<file path="config.mk">
export PLATFORM = sky130hd
export DESIGN_NAME = uab_top
export DESIGN_NICKNAME = d
export VERILOG_FILES = /design/src/hw/uab_pkg.sv /design/src/hw/uab_rxq_if.sv /design/src/hw/uab_autobaud.sv /design/src/hw/uab_rx_queue.sv /design/src/hw/uab_top.sv
export VERILOG_INCLUDE_DIRS = /design/src /design/src/hw
export SDC_FILE = /design/constraint.sdc
export NUM_CORES = 1
export LEC_CHECK = 0
export BUFFER_PORTS_ARGS = -buffer_cell sky130_fd_sc_hd__buf_2
export CORE_MARGIN = 2
export CORE_UTILIZATION = 60
export CTS_BUF_LIST = sky130_fd_sc_hd__clkbuf_16
export DETAILED_ROUTE_END_ITERATION = 10
export PLACE_DENSITY = 0.94
export SLEW_MARGIN = 20
export SYNTH_ARGS = -nofsm -noshare
export SYNTH_HDL_FRONTEND = slang
export SYNTH_HIERARCHICAL = 1
export SYNTH_SLANG_ARGS = --single-unit
</file>
<file path="constraint.sdc">
create_clock -name aclk -period 6.1 [get_ports aclk]
set_input_delay 0.61 -clock aclk [delete_from_list [all_inputs] [get_ports aclk]]
set_output_delay 0.61 -clock aclk [all_outputs]
set_load 0.02 [all_outputs]
</file>
<file path="src/hw/uab_defines.svh">
// register offsets, field positions, reset values and timing counts
`ifndef UAB_DEFINES_SVH
`define UAB_DEFINES_SVH
// ****************
// read map
// ****************
`define UAB_RD_DATA     8'h00
`define UAB_RD_STAT1    8'h04
`define UAB_RD_STAT2    8'h08
`define UAB_RD_DIVLO    8'h0C
`define UAB_RD_DIVHI    8'h10
`define UAB_RD_CTRL5    8'h14
`define UAB_RD_CTRL4    8'h18
// ****************
// write map
// ****************
`define UAB_WR_CTRL2    8'h08
`define UAB_WR_DIVLO    8'h0C
`define UAB_WR_CTRL4    8'h10
`define UAB_WR_CTRL5    8'h14
`define UAB_WR_DIVHI    8'h18
// ****************
// fields and resets
// ****************
`define UAB_S1_CHP      3
`define UAB_S1_IRQ      4
`define UAB_S2_OVR      0
`define UAB_S2_BRK      1
`define UAB_C4_RXEN     0
`define UAB_C4_ARM      3
`define UAB_C4_TXAB     5
`define UAB_C5_IEN      6
`define UAB_C2_TEST     0
`define UAB_CTRL4_RST   8'h01
`define UAB_CTRL5_RST   8'h00
`define UAB_DIV_RST     16'h0040
`define UAB_RESP_OKAY   2'h0
`define UAB_RESP_SLVERR 2'h2
// ****************
// speed-matching limits in system clocks, receiver sample positions in baud ticks
// ****************
`define UAB_AB_MIN      16'h0048
`define UAB_AB_MAX      16'h8007
`define UAB_AB_BRK      16'h8008
`define UAB_AB_SAT      16'h8009
`define UAB_OS_MID      4'h7
`define UAB_OS_LAST     4'hF
`endif

</file>
<file path="src/hw/uab_pkg.sv">
// shared types of the receive status and speed-matching block
package uab_pkg;
    typedef logic [7:0]  uab_byte_t;
    typedef logic [15:0] uab_div_t;
    typedef enum logic [1:0] {RX_IDLE, RX_START, RX_DATA, RX_STOP} uab_rx_state_t;
endpackage

</file>
<file path="src/hw/uab_rxq_if.sv">
// receive queue carrier between the top and the queue
`timescale 1ns/100ps
`default_nettype none
interface uab_rxq_if import uab_pkg::*; ();
    logic      push;
    uab_byte_t push_data;
    logic      pop;
    logic      flush;
    uab_byte_t head;
    logic [2:0] count;
    logic      ovr_evt;
    modport queue (input push, push_data, pop, flush, output head, count, ovr_evt);
    modport user  (output push, push_data, pop, flush, input head, count, ovr_evt);
endinterface
`default_nettype wire

</file>
<file path="src/hw/uab_autobaud.sv">
// times the first low pulse on the serial input
`timescale 1ns/100ps
`default_nettype none
module uab_autobaud
    import uab_pkg::*;
(
    // clock and reset
    input wire logic    aclk,
    input wire logic    aresetn,
    // control and line
    input wire logic    arm,
    input wire logic    rxd,
    // results
    output logic        fall,
    output logic        load,
    output logic        brk,
    output uab_div_t    est
);
    `include "uab_defines.svh"
    logic     rxd_d_r;
    logic     meas_r;
    uab_div_t cnt_r;

    assign fall = arm & rxd_d_r & ~rxd;
    assign load = meas_r & rxd & (cnt_r < `UAB_AB_MAX);
    assign brk  = meas_r & ~rxd & (cnt_r == `UAB_AB_BRK);
    // one bit is sixteen baud ticks, so the divisor is the width over 16
    assign est  = cnt_r >> 4;

    always_ff @(posedge aclk)
    begin
        if (!aresetn)
        begin
            rxd_d_r <= 1'b1;
            meas_r  <= 1'b0;
            cnt_r   <= 16'h0000;
        end
        else
        begin
            rxd_d_r <= rxd;
            if (fall)
            begin
                meas_r <= 1'b1;
                cnt_r  <= 16'h0001;
            end
            else if (meas_r && rxd)
                meas_r <= 1'b0;
            else if (meas_r && cnt_r != `UAB_AB_SAT)
                cnt_r <= cnt_r + 16'h0001;
        end
    end

    property p_short_est;
        @(posedge aclk) disable iff (!aresetn)
        load && cnt_r < `UAB_AB_MIN |-> est <= 16'h0004;
    endproperty
    a_short_est: assert property (p_short_est) else $error("short pulse estimate too big");

    property p_brk_no_load;
        @(posedge aclk) disable iff (!aresetn)
        brk |-> ##1 (!load [*4]);
    endproperty
    a_brk_no_load: assert property (p_brk_no_load) else $error("load after break");
endmodule // uab_autobaud
`default_nettype wire

</file>
<file path="src/hw/uab_rx_queue.sv">
// six-byte receive queue, oldest byte at index 0
`timescale 1ns/100ps
`default_nettype none
module uab_rx_queue
    import uab_pkg::*;
#(
    parameter int DEPTH = 6
)(
    // clock and reset
    input wire logic    aclk,
    input wire logic    aresetn,
    // queue port
    uab_rxq_if.queue    q
);
    uab_byte_t        mem_r [DEPTH];
    logic [DEPTH-1:0] vld_r;
    logic [DEPTH-1:0] vld_nxt;
    logic             bypass;
    logic             popv;
    logic             full;
    logic [2:0]       widx;

    function automatic logic [2:0] occ_count(input logic [DEPTH-1:0] v);
        logic [2:0] n;
        n = 3'h0;
        for (int i = 0; i < DEPTH; i++)
            n = n + 3'(v[i]);
        return n;
    endfunction

    assign q.count   = occ_count(vld_r);
    assign bypass    = q.push & ~vld_r[0];
    assign q.head    = vld_r[0] ? mem_r[0] : q.push_data;
    assign popv      = q.pop & vld_r[0];
    assign full      = vld_r[DEPTH-1];
    // a full queue keeps its older bytes; the newest slot is overwritten
    assign widx      = (full & ~popv) ? 3'(DEPTH-1) : q.count - 3'(popv);
    assign q.ovr_evt = q.push & full & ~popv;

    always_comb
    begin
        vld_nxt = popv ? (vld_r >> 1) : vld_r;
        if (q.push & ~(q.pop & bypass))
            vld_nxt[widx] = 1'b1;
    end

    always_ff @(posedge aclk)
    begin
        for (int i = 0; i < DEPTH; i++)
        begin
            if (q.push && 3'(i) == widx)
                mem_r[i] <= q.push_data;
            else if (popv && i < DEPTH-1)
                mem_r[i] <= mem_r[i+1];
        end
        vld_r <= (!aresetn || q.flush) ? '0 : vld_nxt;
    end

    // ****************
    // checks
    // ****************
    property p_count_up;
        @(posedge aclk) disable iff (!aresetn)
        q.push && !q.pop && !full && !q.flush |=> q.count == $past(q.count) + 3'h1;
    endproperty
    a_count_up: assert property (p_count_up) else $error("count did not grow");

    property p_oldest_first;
        @(posedge aclk) disable iff (!aresetn)
        popv && vld_r[1] && !q.flush |=> q.head == $past(mem_r[1]);
    endproperty
    a_oldest_first: assert property (p_oldest_first) else $error("wrong byte order");
endmodule // uab_rx_queue
`default_nettype wire

</file>
<file path="src/hw/uab_top.sv">
// receive status, receive queue and speed matching with an AXI4-Lite register slave
//
// Notes on behaviour
// - queue occupancy flags encode to a 3-bit byte count in status register
// - count at or above threshold with interrupt enabled drives irq low; an empty queue never does
// - character-present bit is set while the queue holds any byte
// - a data read, allowed any time, returns the oldest queued byte
// - a byte arriving during the read still yields the correct oldest byte
// - host uses strobed bus accesses; device latches the address when offered
// - first falling edge on the serial input clears the arm bit
// - pulse of 72 to 32774 clocks loads divisor estimate, readable afterwards
// - interrupt mode 000 raises latched interrupt at end of first pulse
// - latched speed-match interrupt holds until host writes arm bit zero
// - pulse over 32776 clocks reports break, no estimate, no interrupt
// - pulse under 72 clocks still loads a useless divisor and interrupts
// - a zero divisor stops the baud generator, disabling reception
// - during reset the irq pin is released (rx_irq_oe low, rx_irq_n high); tx_abort and bus outputs drive low
// - reset empties the queue, clears status and restores control defaults
// - queue holds six bytes behind one receive shift register
// - each serial bit lasts sixteen baud-generator ticks
//
// Decided for this implementation: register access over AXI4-Lite and the register addresses.
`timescale 1ns/100ps
`default_nettype none
module uab_top
    import uab_pkg::*;
#(
    parameter int ADDR_W = 8
)(
    // clock and reset
    input  wire logic              aclk,
    input  wire logic              aresetn,
    // axi4-lite write
    input  wire logic [ADDR_W-1:0] awaddr,
    input  wire logic              awvalid,
    output logic                   awready,
    input  wire logic [31:0]       wdata,
    input  wire logic [3:0]        wstrb,
    input  wire logic              wvalid,
    output logic                   wready,
    output logic [1:0]             bresp,
    output logic                   bvalid,
    input  wire logic              bready,
    // axi4-lite read
    input  wire logic [ADDR_W-1:0] araddr,
    input  wire logic              arvalid,
    output logic                   arready,
    output logic [31:0]            rdata,
    output logic [1:0]             rresp,
    output logic                   rvalid,
    input  wire logic              rready,
    // serial line and pins
    input  wire logic              rxd,
    output logic                   rx_irq_n,
    output logic                   rx_irq_oe,
    output logic                   tx_abort
);
    `include "uab_defines.svh"

    // ****************
    // declarations
    // ****************
    uab_rxq_if q ();
    logic            rxd_m_r;
    logic            rxd_s_r;
    logic            aw_full_r, w_full_r;
    logic [ADDR_W-1:0] aw_addr_r;
    uab_byte_t       w_data_r;
    logic            w_lane_r;
    logic            aw_take, w_take, wr_fire, ar_take;
    logic            aw_full_nxt, w_full_nxt, bvalid_nxt, rvalid_nxt;
    logic            wr_ok, wr_c2, wr_c4, wr_c5, wr_dlo, wr_dhi;
    logic            rd_map, rd_pop;
    uab_byte_t       rd_byte;
    uab_div_t        div_r;
    logic            rxen_r, arm_r, test2_r;
    logic [2:0]      thr_r, mode_r;
    logic            ien_r;
    logic            sm_irq_r, ovr_r, brk_r;
    logic            lvl_hit, sm_clr, irq_act;
    logic            ab_fall, ab_load, ab_brk;
    uab_div_t        ab_est;
    uab_div_t        bcnt_r;
    logic            tick;
    uab_rx_state_t   st_r;
    logic [3:0]      os_r;
    logic [2:0]      bit_r;
    uab_byte_t       sh_r;
    logic            rx_push_r;
    uab_byte_t       rx_byte_r;
    logic            rx_brk, rx_one;
    uab_byte_t       stat1, stat2, ctrl4, ctrl5;

    // ****************
    // line synchroniser
    // ****************
    always_ff @(posedge aclk)
    begin
        rxd_m_r <= aresetn ? rxd : 1'b1;
        rxd_s_r <= aresetn ? rxd_m_r : 1'b1;
    end

    // ****************
    // axi4-lite write path
    // ****************
    assign aw_take     = awvalid & awready;
    assign w_take      = wvalid & wready;
    assign wr_fire     = aw_full_r & w_full_r & ~bvalid;
    assign aw_full_nxt = (aw_full_r | aw_take) & ~wr_fire;
    assign w_full_nxt  = (w_full_r | w_take) & ~wr_fire;
    assign bvalid_nxt  = wr_fire | (bvalid & ~bready);
    assign wr_ok       = wr_fire & w_lane_r;
    assign wr_c2       = wr_ok & (aw_addr_r == `UAB_WR_CTRL2);
    assign wr_dlo      = wr_ok & (aw_addr_r == `UAB_WR_DIVLO);
    assign wr_c4       = wr_ok & (aw_addr_r == `UAB_WR_CTRL4);
    assign wr_c5       = wr_ok & (aw_addr_r == `UAB_WR_CTRL5);
    assign wr_dhi      = wr_ok & (aw_addr_r == `UAB_WR_DIVHI);

    always_ff @(posedge aclk)
    begin
        if (aw_take)
            aw_addr_r <= awaddr;
        if (w_take)
        begin
            w_data_r <= wdata[7:0];
            w_lane_r <= wstrb[0];
        end
    end

    always_ff @(posedge aclk)
    begin
        if (!aresetn)
        begin
            aw_full_r <= 1'b0;
            w_full_r  <= 1'b0;
            awready   <= 1'b0;
            wready    <= 1'b0;
            bvalid    <= 1'b0;
            bresp     <= `UAB_RESP_OKAY;
        end
        else
        begin
            aw_full_r <= aw_full_nxt;
            w_full_r  <= w_full_nxt;
            awready   <= ~aw_full_nxt & ~bvalid_nxt;
            wready    <= ~w_full_nxt & ~bvalid_nxt;
            bvalid    <= bvalid_nxt;
            if (wr_fire)
                bresp <= (wr_c2 | wr_dlo | wr_c4 | wr_c5 | wr_dhi | ~w_lane_r) ?
                         `UAB_RESP_OKAY : `UAB_RESP_SLVERR;
        end
    end

    // ****************
    // axi4-lite read path
    // ****************
    assign ar_take    = arvalid & arready;
    assign rvalid_nxt = ar_take | (rvalid & ~rready);
    assign rd_pop     = ar_take & (araddr == `UAB_RD_DATA);
    assign stat1      = {3'h0, irq_n_view(irq_act), q.count != 3'h0, q.count};
    assign stat2      = {6'h00, brk_r, ovr_r};
    assign ctrl4      = {2'h0, tx_abort, 1'b0, arm_r, 2'h0, rxen_r};
    assign ctrl5      = {1'b0, ien_r, mode_r, thr_r};
    assign rd_map     = (araddr == `UAB_RD_DATA)  | (araddr == `UAB_RD_STAT1) |
                        (araddr == `UAB_RD_STAT2) | (araddr == `UAB_RD_DIVLO) |
                        (araddr == `UAB_RD_DIVHI) | (araddr == `UAB_RD_CTRL5) |
                        (araddr == `UAB_RD_CTRL4);
    assign rd_byte    = (araddr == `UAB_RD_DATA)  ? (q.count != 3'h0 || q.push ? q.head : 8'h00) :
                        (araddr == `UAB_RD_STAT1) ? stat1 :
                        (araddr == `UAB_RD_STAT2) ? stat2 :
                        (araddr == `UAB_RD_DIVLO) ? div_r[7:0] :
                        (araddr == `UAB_RD_DIVHI) ? div_r[15:8] :
                        (araddr == `UAB_RD_CTRL5) ? ctrl5 :
                        (araddr == `UAB_RD_CTRL4) ? ctrl4 : 8'h00;

    // status shows the interrupt as a low-true level, like the pin
    function automatic logic irq_n_view(input logic act);
        return ~act;
    endfunction

    always_ff @(posedge aclk)
    begin
        if (!aresetn)
        begin
            arready <= 1'b0;
            rvalid  <= 1'b0;
            rdata   <= 32'h0000_0000;
            rresp   <= `UAB_RESP_OKAY;
        end
        else
        begin
            arready <= ~rvalid_nxt;
            rvalid  <= rvalid_nxt;
            if (ar_take)
            begin
                rdata <= {24'h00_0000, rd_byte};
                rresp <= rd_map ? `UAB_RESP_OKAY : `UAB_RESP_SLVERR;
            end
        end
    end

    // ****************
    // control registers
    // ****************
    always_ff @(posedge aclk)
    begin
        if (!aresetn)
        begin
            rxen_r   <= 1'(`UAB_CTRL4_RST >> `UAB_C4_RXEN);
            arm_r    <= 1'b0;
            tx_abort <= 1'b0;
            test2_r  <= 1'b0;
            {ien_r, mode_r, thr_r} <= 7'(`UAB_CTRL5_RST);
            div_r    <= `UAB_DIV_RST;
        end
        else
        begin
            if (wr_c4)
            begin
                rxen_r   <= w_data_r[`UAB_C4_RXEN];
                arm_r    <= w_data_r[`UAB_C4_ARM];
                tx_abort <= w_data_r[`UAB_C4_TXAB];
            end
            else if (ab_fall)
                arm_r <= 1'b0;
            if (wr_c2)
                test2_r <= w_data_r[`UAB_C2_TEST];
            if (wr_c5)
                {ien_r, mode_r, thr_r} <= w_data_r[6:0];
            if (ab_load)
                div_r <= ab_est;
            else if (wr_dlo)
                div_r[7:0] <= w_data_r;
            else if (wr_dhi)
                div_r[15:8] <= w_data_r;
        end
    end

    // ****************
    // speed matching
    // ****************
    uab_autobaud u_ab (
        .aclk    (aclk),
        .aresetn (aresetn),
        .arm     (arm_r),
        .rxd     (rxd_s_r),
        .fall    (ab_fall),
        .load    (ab_load),
        .brk     (ab_brk),
        .est     (ab_est)
    );

    // ****************
    // status flags and interrupt pin
    // ****************
    assign lvl_hit = ien_r & (q.count != 3'h0) & (q.count >= thr_r);
    assign sm_clr  = wr_c4 & ~w_data_r[`UAB_C4_ARM];
    assign irq_act = lvl_hit | sm_irq_r;

    always_ff @(posedge aclk)
    begin
        if (!aresetn)
        begin
            sm_irq_r  <= 1'b0;
            ovr_r     <= 1'b0;
            brk_r     <= 1'b0;
            rx_irq_n  <= 1'b1;
            rx_irq_oe <= 1'b0;
        end
        else
        begin
            // a new event in the clearing cycle wins
            if (ab_load && ien_r && mode_r == 3'h0)
                sm_irq_r <= 1'b1;
            else if (sm_clr)
                sm_irq_r <= 1'b0;
            if (q.ovr_evt)
                ovr_r <= 1'b1;
            else if (rd_pop)
                ovr_r <= 1'b0;
            if (ab_brk || rx_brk)
                brk_r <= 1'b1;
            else if (rx_one)
                brk_r <= 1'b0;
            rx_irq_n  <= ~irq_act;
            rx_irq_oe <= 1'b1;
        end
    end

    // ****************
    // baud generator and receiver
    // ****************
    // a zero divisor never ticks, which stops reception altogether
    // a counter left above a newly written divisor ticks at once instead of wrapping
    assign tick   = (div_r != 16'h0000) & (bcnt_r >= div_r - 16'h0001);
    assign rx_brk = tick & (st_r == RX_STOP) & (os_r == `UAB_OS_LAST) & ~rxd_s_r & (sh_r == 8'h00);
    assign rx_one = tick & (os_r == `UAB_OS_LAST) & rxd_s_r & (st_r inside {RX_DATA, RX_STOP});

    always_ff @(posedge aclk)
    begin
        if (!aresetn || div_r == 16'h0000 || tick || ab_load)
            bcnt_r <= 16'h0000;
        else
            bcnt_r <= bcnt_r + 16'h0001;
    end

    always_ff @(posedge aclk)
    begin
        rx_push_r <= 1'b0;
        if (!aresetn || !rxen_r || arm_r)
            st_r <= RX_IDLE;
        else if (ab_load)
        begin
            // line rose at the end of the start bit, so data bits follow
            st_r  <= RX_DATA;
            os_r  <= 4'h8;
            bit_r <= 3'h0;
        end
        else if (tick)
        begin
            os_r <= os_r + 4'h1;
            unique case (st_r)
                RX_IDLE:
                begin
                    os_r <= 4'h0;
                    if (!rxd_s_r)
                        st_r <= RX_START;
                end
                RX_START:
                    if (os_r == `UAB_OS_MID)
                    begin
                        os_r  <= 4'h0;
                        bit_r <= 3'h0;
                        st_r  <= rxd_s_r ? RX_IDLE : RX_DATA;
                    end
                RX_DATA:
                    if (os_r == `UAB_OS_LAST)
                    begin
                        sh_r  <= {rxd_s_r, sh_r[7:1]};
                        bit_r <= bit_r + 3'h1;
                        if (bit_r == 3'h7)
                            st_r <= RX_STOP;
                    end
                RX_STOP:
                    if (os_r == `UAB_OS_LAST)
                    begin
                        st_r      <= RX_IDLE;
                        rx_push_r <= ~rx_brk;
                        rx_byte_r <= sh_r;
                    end
            endcase
        end
    end

    // ****************
    // receive queue
    // ****************
    assign q.push      = rx_push_r;
    assign q.push_data = rx_byte_r;
    assign q.pop       = rd_pop;
    assign q.flush     = 1'b0;

    uab_rx_queue #(
        .DEPTH (6)
    ) u_q (
        .aclk    (aclk),
        .aresetn (aresetn),
        .q       (q.queue)
    );

    // ****************
    // checks
    // ****************
    property p_irq_level;
        @(posedge aclk) disable iff (!aresetn)
        lvl_hit |=> !rx_irq_n;
    endproperty
    a_irq_level: assert property (p_irq_level) else $error("irq not low at threshold");

    property p_char_present;
        @(posedge aclk) disable iff (!aresetn)
        ar_take && araddr == `UAB_RD_STAT1 |=> rdata[`UAB_S1_CHP] == ($past(q.count) != 3'h0);
    endproperty
    a_char_present: assert property (p_char_present) else $error("char present wrong");

    property p_arm_clear;
        @(posedge aclk) disable iff (!aresetn)
        ab_fall && !wr_c4 |=> !arm_r;
    endproperty
    a_arm_clear: assert property (p_arm_clear) else $error("arm not cleared");

    property p_div_load;
        @(posedge aclk) disable iff (!aresetn)
        ab_load |=> div_r == $past(ab_est);
    endproperty
    a_div_load: assert property (p_div_load) else $error("estimate not loaded");

    property p_sm_hold;
        @(posedge aclk) disable iff (!aresetn)
        sm_irq_r && !sm_clr |=> sm_irq_r && !rx_irq_n;
    endproperty
    a_sm_hold: assert property (p_sm_hold) else $error("latched irq dropped");

    property p_zero_div;
        @(posedge aclk) disable iff (!aresetn)
        div_r == 16'h0000 |-> !tick;
    endproperty
    a_zero_div: assert property (p_zero_div) else $error("tick with zero divisor");

    property p_reset_release;
        @(posedge aclk) disable iff (1'b0)
        !aresetn |=> !rx_irq_oe && rx_irq_n && !bvalid && !rvalid;
    endproperty
    a_reset_release: assert property (p_reset_release) else $error("outputs active in reset");
endmodule // uab_top
`default_nettype wire

</file>
==> summary.txt <==
Status
  • Status: completed

Detailed routing
  • DR WL/cell: ~18 microns
  • Vias: 6,761
  • Vias per cell: 6.19
  • Post-Route M1 WL: 8.05 mm
  • Final ANT Viol Nets: 0
  • Final Routed Wirelength: 20.2 mm
  • Metal2 WL: 9.95 mm
  • WL met3: between 1.5 and 2 mm
  • DR iter-0 viols: 650
  • DRC viols: 0
  • DR pass1 iterations: 5
  • Highest routed layer: met4

Setup path
  • Worst setup EP type: flip-flop
  • CP Launch Type: flip-flop
  • CP arrival: 4.55 ns
  • Worst R2R End: u_q/mem_r[5][3]$_DFFE_PP_
  • Crit Path Category: flip-flop to flip-flop
  • Max FO, Critical Path: 12
  • Required @ worst endpoint: 6.17 ns
  • Worst Reg-to-Reg Cells: 11
  • Reg2reg start: u_q/vld_r[0]$_SDFF_PP0_
  • R2R Setup Slk: 1.62 ns

Worst hold path
  • Worst hold stages: 1
  • Hold wc startpoint: wdata[1]
  • Hold Path Class: input pin to flip-flop
  • Worst-case hold path end point: w_data_r[1]$_DFFE_PP_

Clock tree
  • Htree depth: 4
  • Worst-skew pair later-pin latency: ~0.44 ns
  • Clock-pin transition on the worst setup and hold timing paths: 0.07 ns
  • Bufs on Longest Clock Path: 2
  • Post-CTS Hold Buffers: 0
  • Clock net sink count: 181
  • Post_cts resized: 0
  • TritonCTS clock tree: done
  • Cts bufs inserted: 17
  • Root buffer cell: clkbuf_16
  • # Post-CTS Setup Buffers: 0

Floorplanning
  • Die H: 127 microns
  • Initial Utilization: 0.608
  • Chip width: 127 microns
  • # rows: 45
  • CORE AREA: 15,000 sq um
  • Die ar.: 16,200 sq um
  • Ports: 104

STA
  • RSZ-0062 raised after global routing: no
  • Peak Freq: between 0.2 and 0.25 GHz
  • Setup Viol. Count Final: 0
  • Slew Limit Headroom: 0.437
  • Fin. max-slew vios: 0
  • Setup TNS: 0 ns
  • Setup Skew: 0.0102 ns
  • Slew @ Worst Pin: 0.843 ns
  • Final min period: 4.48 ns
  • Fin crit share: 0.735
  • Final Hold Vio Count: 0

Final layout
  • Most common cell after layout, fill and taps aside: dfxtp_1
  • ANT cells: 0
  • Non-filler cells, final: 1,093
  • Layout Nets: between 900 and 1,000
  • Share of layout cells above drive strength 1: 0.172
  • Synthesis-to-layout area growth: 8.78%
  • Most frequent cells in the layout: 93 x dfxtp_1, 88 x edfxtp_1, 68 x nor2_1, 51 x nand2_1, 50 x buf_2

Synthesis
  • Netlist Area Pre-Place: 9140 sq um
  • Cells after Synth: 858
  • Dominant synthesized flop cell: dfxtp_1
  • Average size of a mapped cell: ~11 sq um
  • Post-synth EDFFs: 88
  • Synth cell types: 70
  • Sequential area share after synthesis: 0.493
  • Yosys reg bits: 181
  • Synth warnings: 6
  • Share of synthesized flip-flops with an asynchronous set or reset: 0

Global route
  • Vias in the first global route: 6,416
  • Initial antenna violation count: 0
  • Global-route wire length before repair: around 33 mm
  • Total track usage: 0.256
  • Pin count of the biggest net entering global routing: 34
  • Grt ovf: 0

Pwr
  • Worst vdd ir: 0.227 mV
  • Pwr dens: 253 nW/um^2
  • Pleak: 3.72 nW

Job
  • Max cap viols: 0

Placement
  • RePlAce Congestion: 0.909
  • # port buffers: 50
  • Inst Count DP: 1,061
  • Post-DP HPWL: 13.8 mm
==> report_power, final <==
part	internal, mW	switching (mW)
Clock	0.658	0.480
Sequential	1.28	0.0131
Combinational	0.0241	0.0611
Total	1.96	0.554
==> cell usage after synthesis, drive strengths merged (6+ instances only) <==
library cell | number | area, sq um
nand2b | 13 | 81.3
nand2 | 51 | 191
inv | 32 | 120
nor2 | 69 | 262
and3 | 11 | 68.8
or3 | 11 | 78.8
mux2 | 49 | 552
dfxtp | 93 | 1860
nor3b | 6 | 50.1
nor4 | 10 | 62.6
edfxtp | 88 | 2640
nand3 | 28 | 140
nor3 | 23 | 125
buf | 50 | 378
nor2b | 7 | 43.8
a31oi | 7 | 43.8
o21ai | 39 | 203
nand4 | 13 | 93.8
and2 | 7 | 43.8
a211oi | 17 | 145
ha | 30 | 375
mux2i | 35 | 350
xor2 | 18 | 165
clkbuf | 20 | 75.1
xnor2 | 23 | 201
a21oi | 44 | 220
a21o | 7 | 52.6
==> critical path, stage by stage (launching register included) <==
cell	delay, ns
dfxtp_1	0.64
inv_1	0.18
fa_1	0.52
fa_1	0.49
inv_1	0.04
ha_1	0.16
inv_1	0.06
fa_1	0.46
ha_1	0.28
xnor2_1	0.40
a32oi_1	0.20
nor2b_1	0.69
==> per-stage QoR <==
step / util / power, mW / hold WS, ns / cell area [sq um] / worst slack [ns]
after floorplan: - / 1.39 / 0.386 / 9250 / 1.93
after CTS: 0.661 / 2.53 / 0.327 / 9940 / 1.67
after detailed placement: 0.620 / 1.40 / 0.421 / 9320 / 1.36
after global routing: 0.661 / 2.59 / 0.325 / 9940 / 1.42
after global placement: 0.620 / 1.40 / 0.393 / 9320 / 1.44
final: 0.661 / 2.52 / 0.337 / 9940 / 1.62
==> cells by family after synthesis <==
family / count (synthesis) / synth area share
AND/OR/NAND/NOR: 274 / 0.161
flip-flops: 181 / 0.493
AO/OA/AOI/OAI: 138 / 0.0943
buffers and inverters: 105 / 0.0639
multiplexers: 84 / 0.0987
XOR/XNOR: 41 / 0.0401
adder cells (fa/ha/maj): 33 / 0.0477
other: 2 / 0.000822
==> area by class of cell <==
class	count	area (sq um)
timing repair buffer	55	288
multi-input combinational	602	4160
inverter	35	131
sequential	181	4500
tap	188	235
clock inverter	13	144
fill	1035	5090
clock buffer	19	475
==> worst max-delay path by stage <==
stage | start | endpoint | depth (start not counted)
5_1_grt | u_q/vld_r[0]$_SDFF_PP0_ | u_q/mem_r[5][4]$_DFFE_PP_ | 11
6_report | u_q/vld_r[0]$_SDFF_PP0_ | u_q/mem_r[5][3]$_DFFE_PP_ | 11
3_3_place_gp | araddr[1] | u_q/mem_r[5][4]$_DFFE_PP_ | 12
3_5_place_dp | araddr[1] | u_q/mem_r[5][4]$_DFFE_PP_ | 12
4_1_cts | u_q/vld_r[0]$_SDFF_PP0_ | u_q/mem_r[5][3]$_DFFE_PP_ | 11
2_1_floorplan | u_q/vld_r[0]$_SDFF_PP0_ | u_q/mem_r[3][0]$_DFFE_PP_ | 12
==> state kept, by name, summed over array words and instances (netlist names), 4 cells and up <==
name / cells
div_r: 16
w_data_r: 8
u_q/vld_r: 6
rdata: 8
u_ab/cnt_r: 16
aw_addr_r: 8
bcnt_r: 16
sh_r: 8
q.push_data: 8
u_q/mem_r: 48
os_r: 4
==> routing by layer <==
| layer | GRT usage | vias to the layer above |
|---|---|---|
| met5 | 0 | - |
| met4 | 0.123 | 0 |
| met3 | 0.0599 | 60 |
| met2 | 0.418 | 323 |
| met1 | 0.321 | 3269 |
| li1 | - | 3109 |
Power figures use the tool's default switching activity.
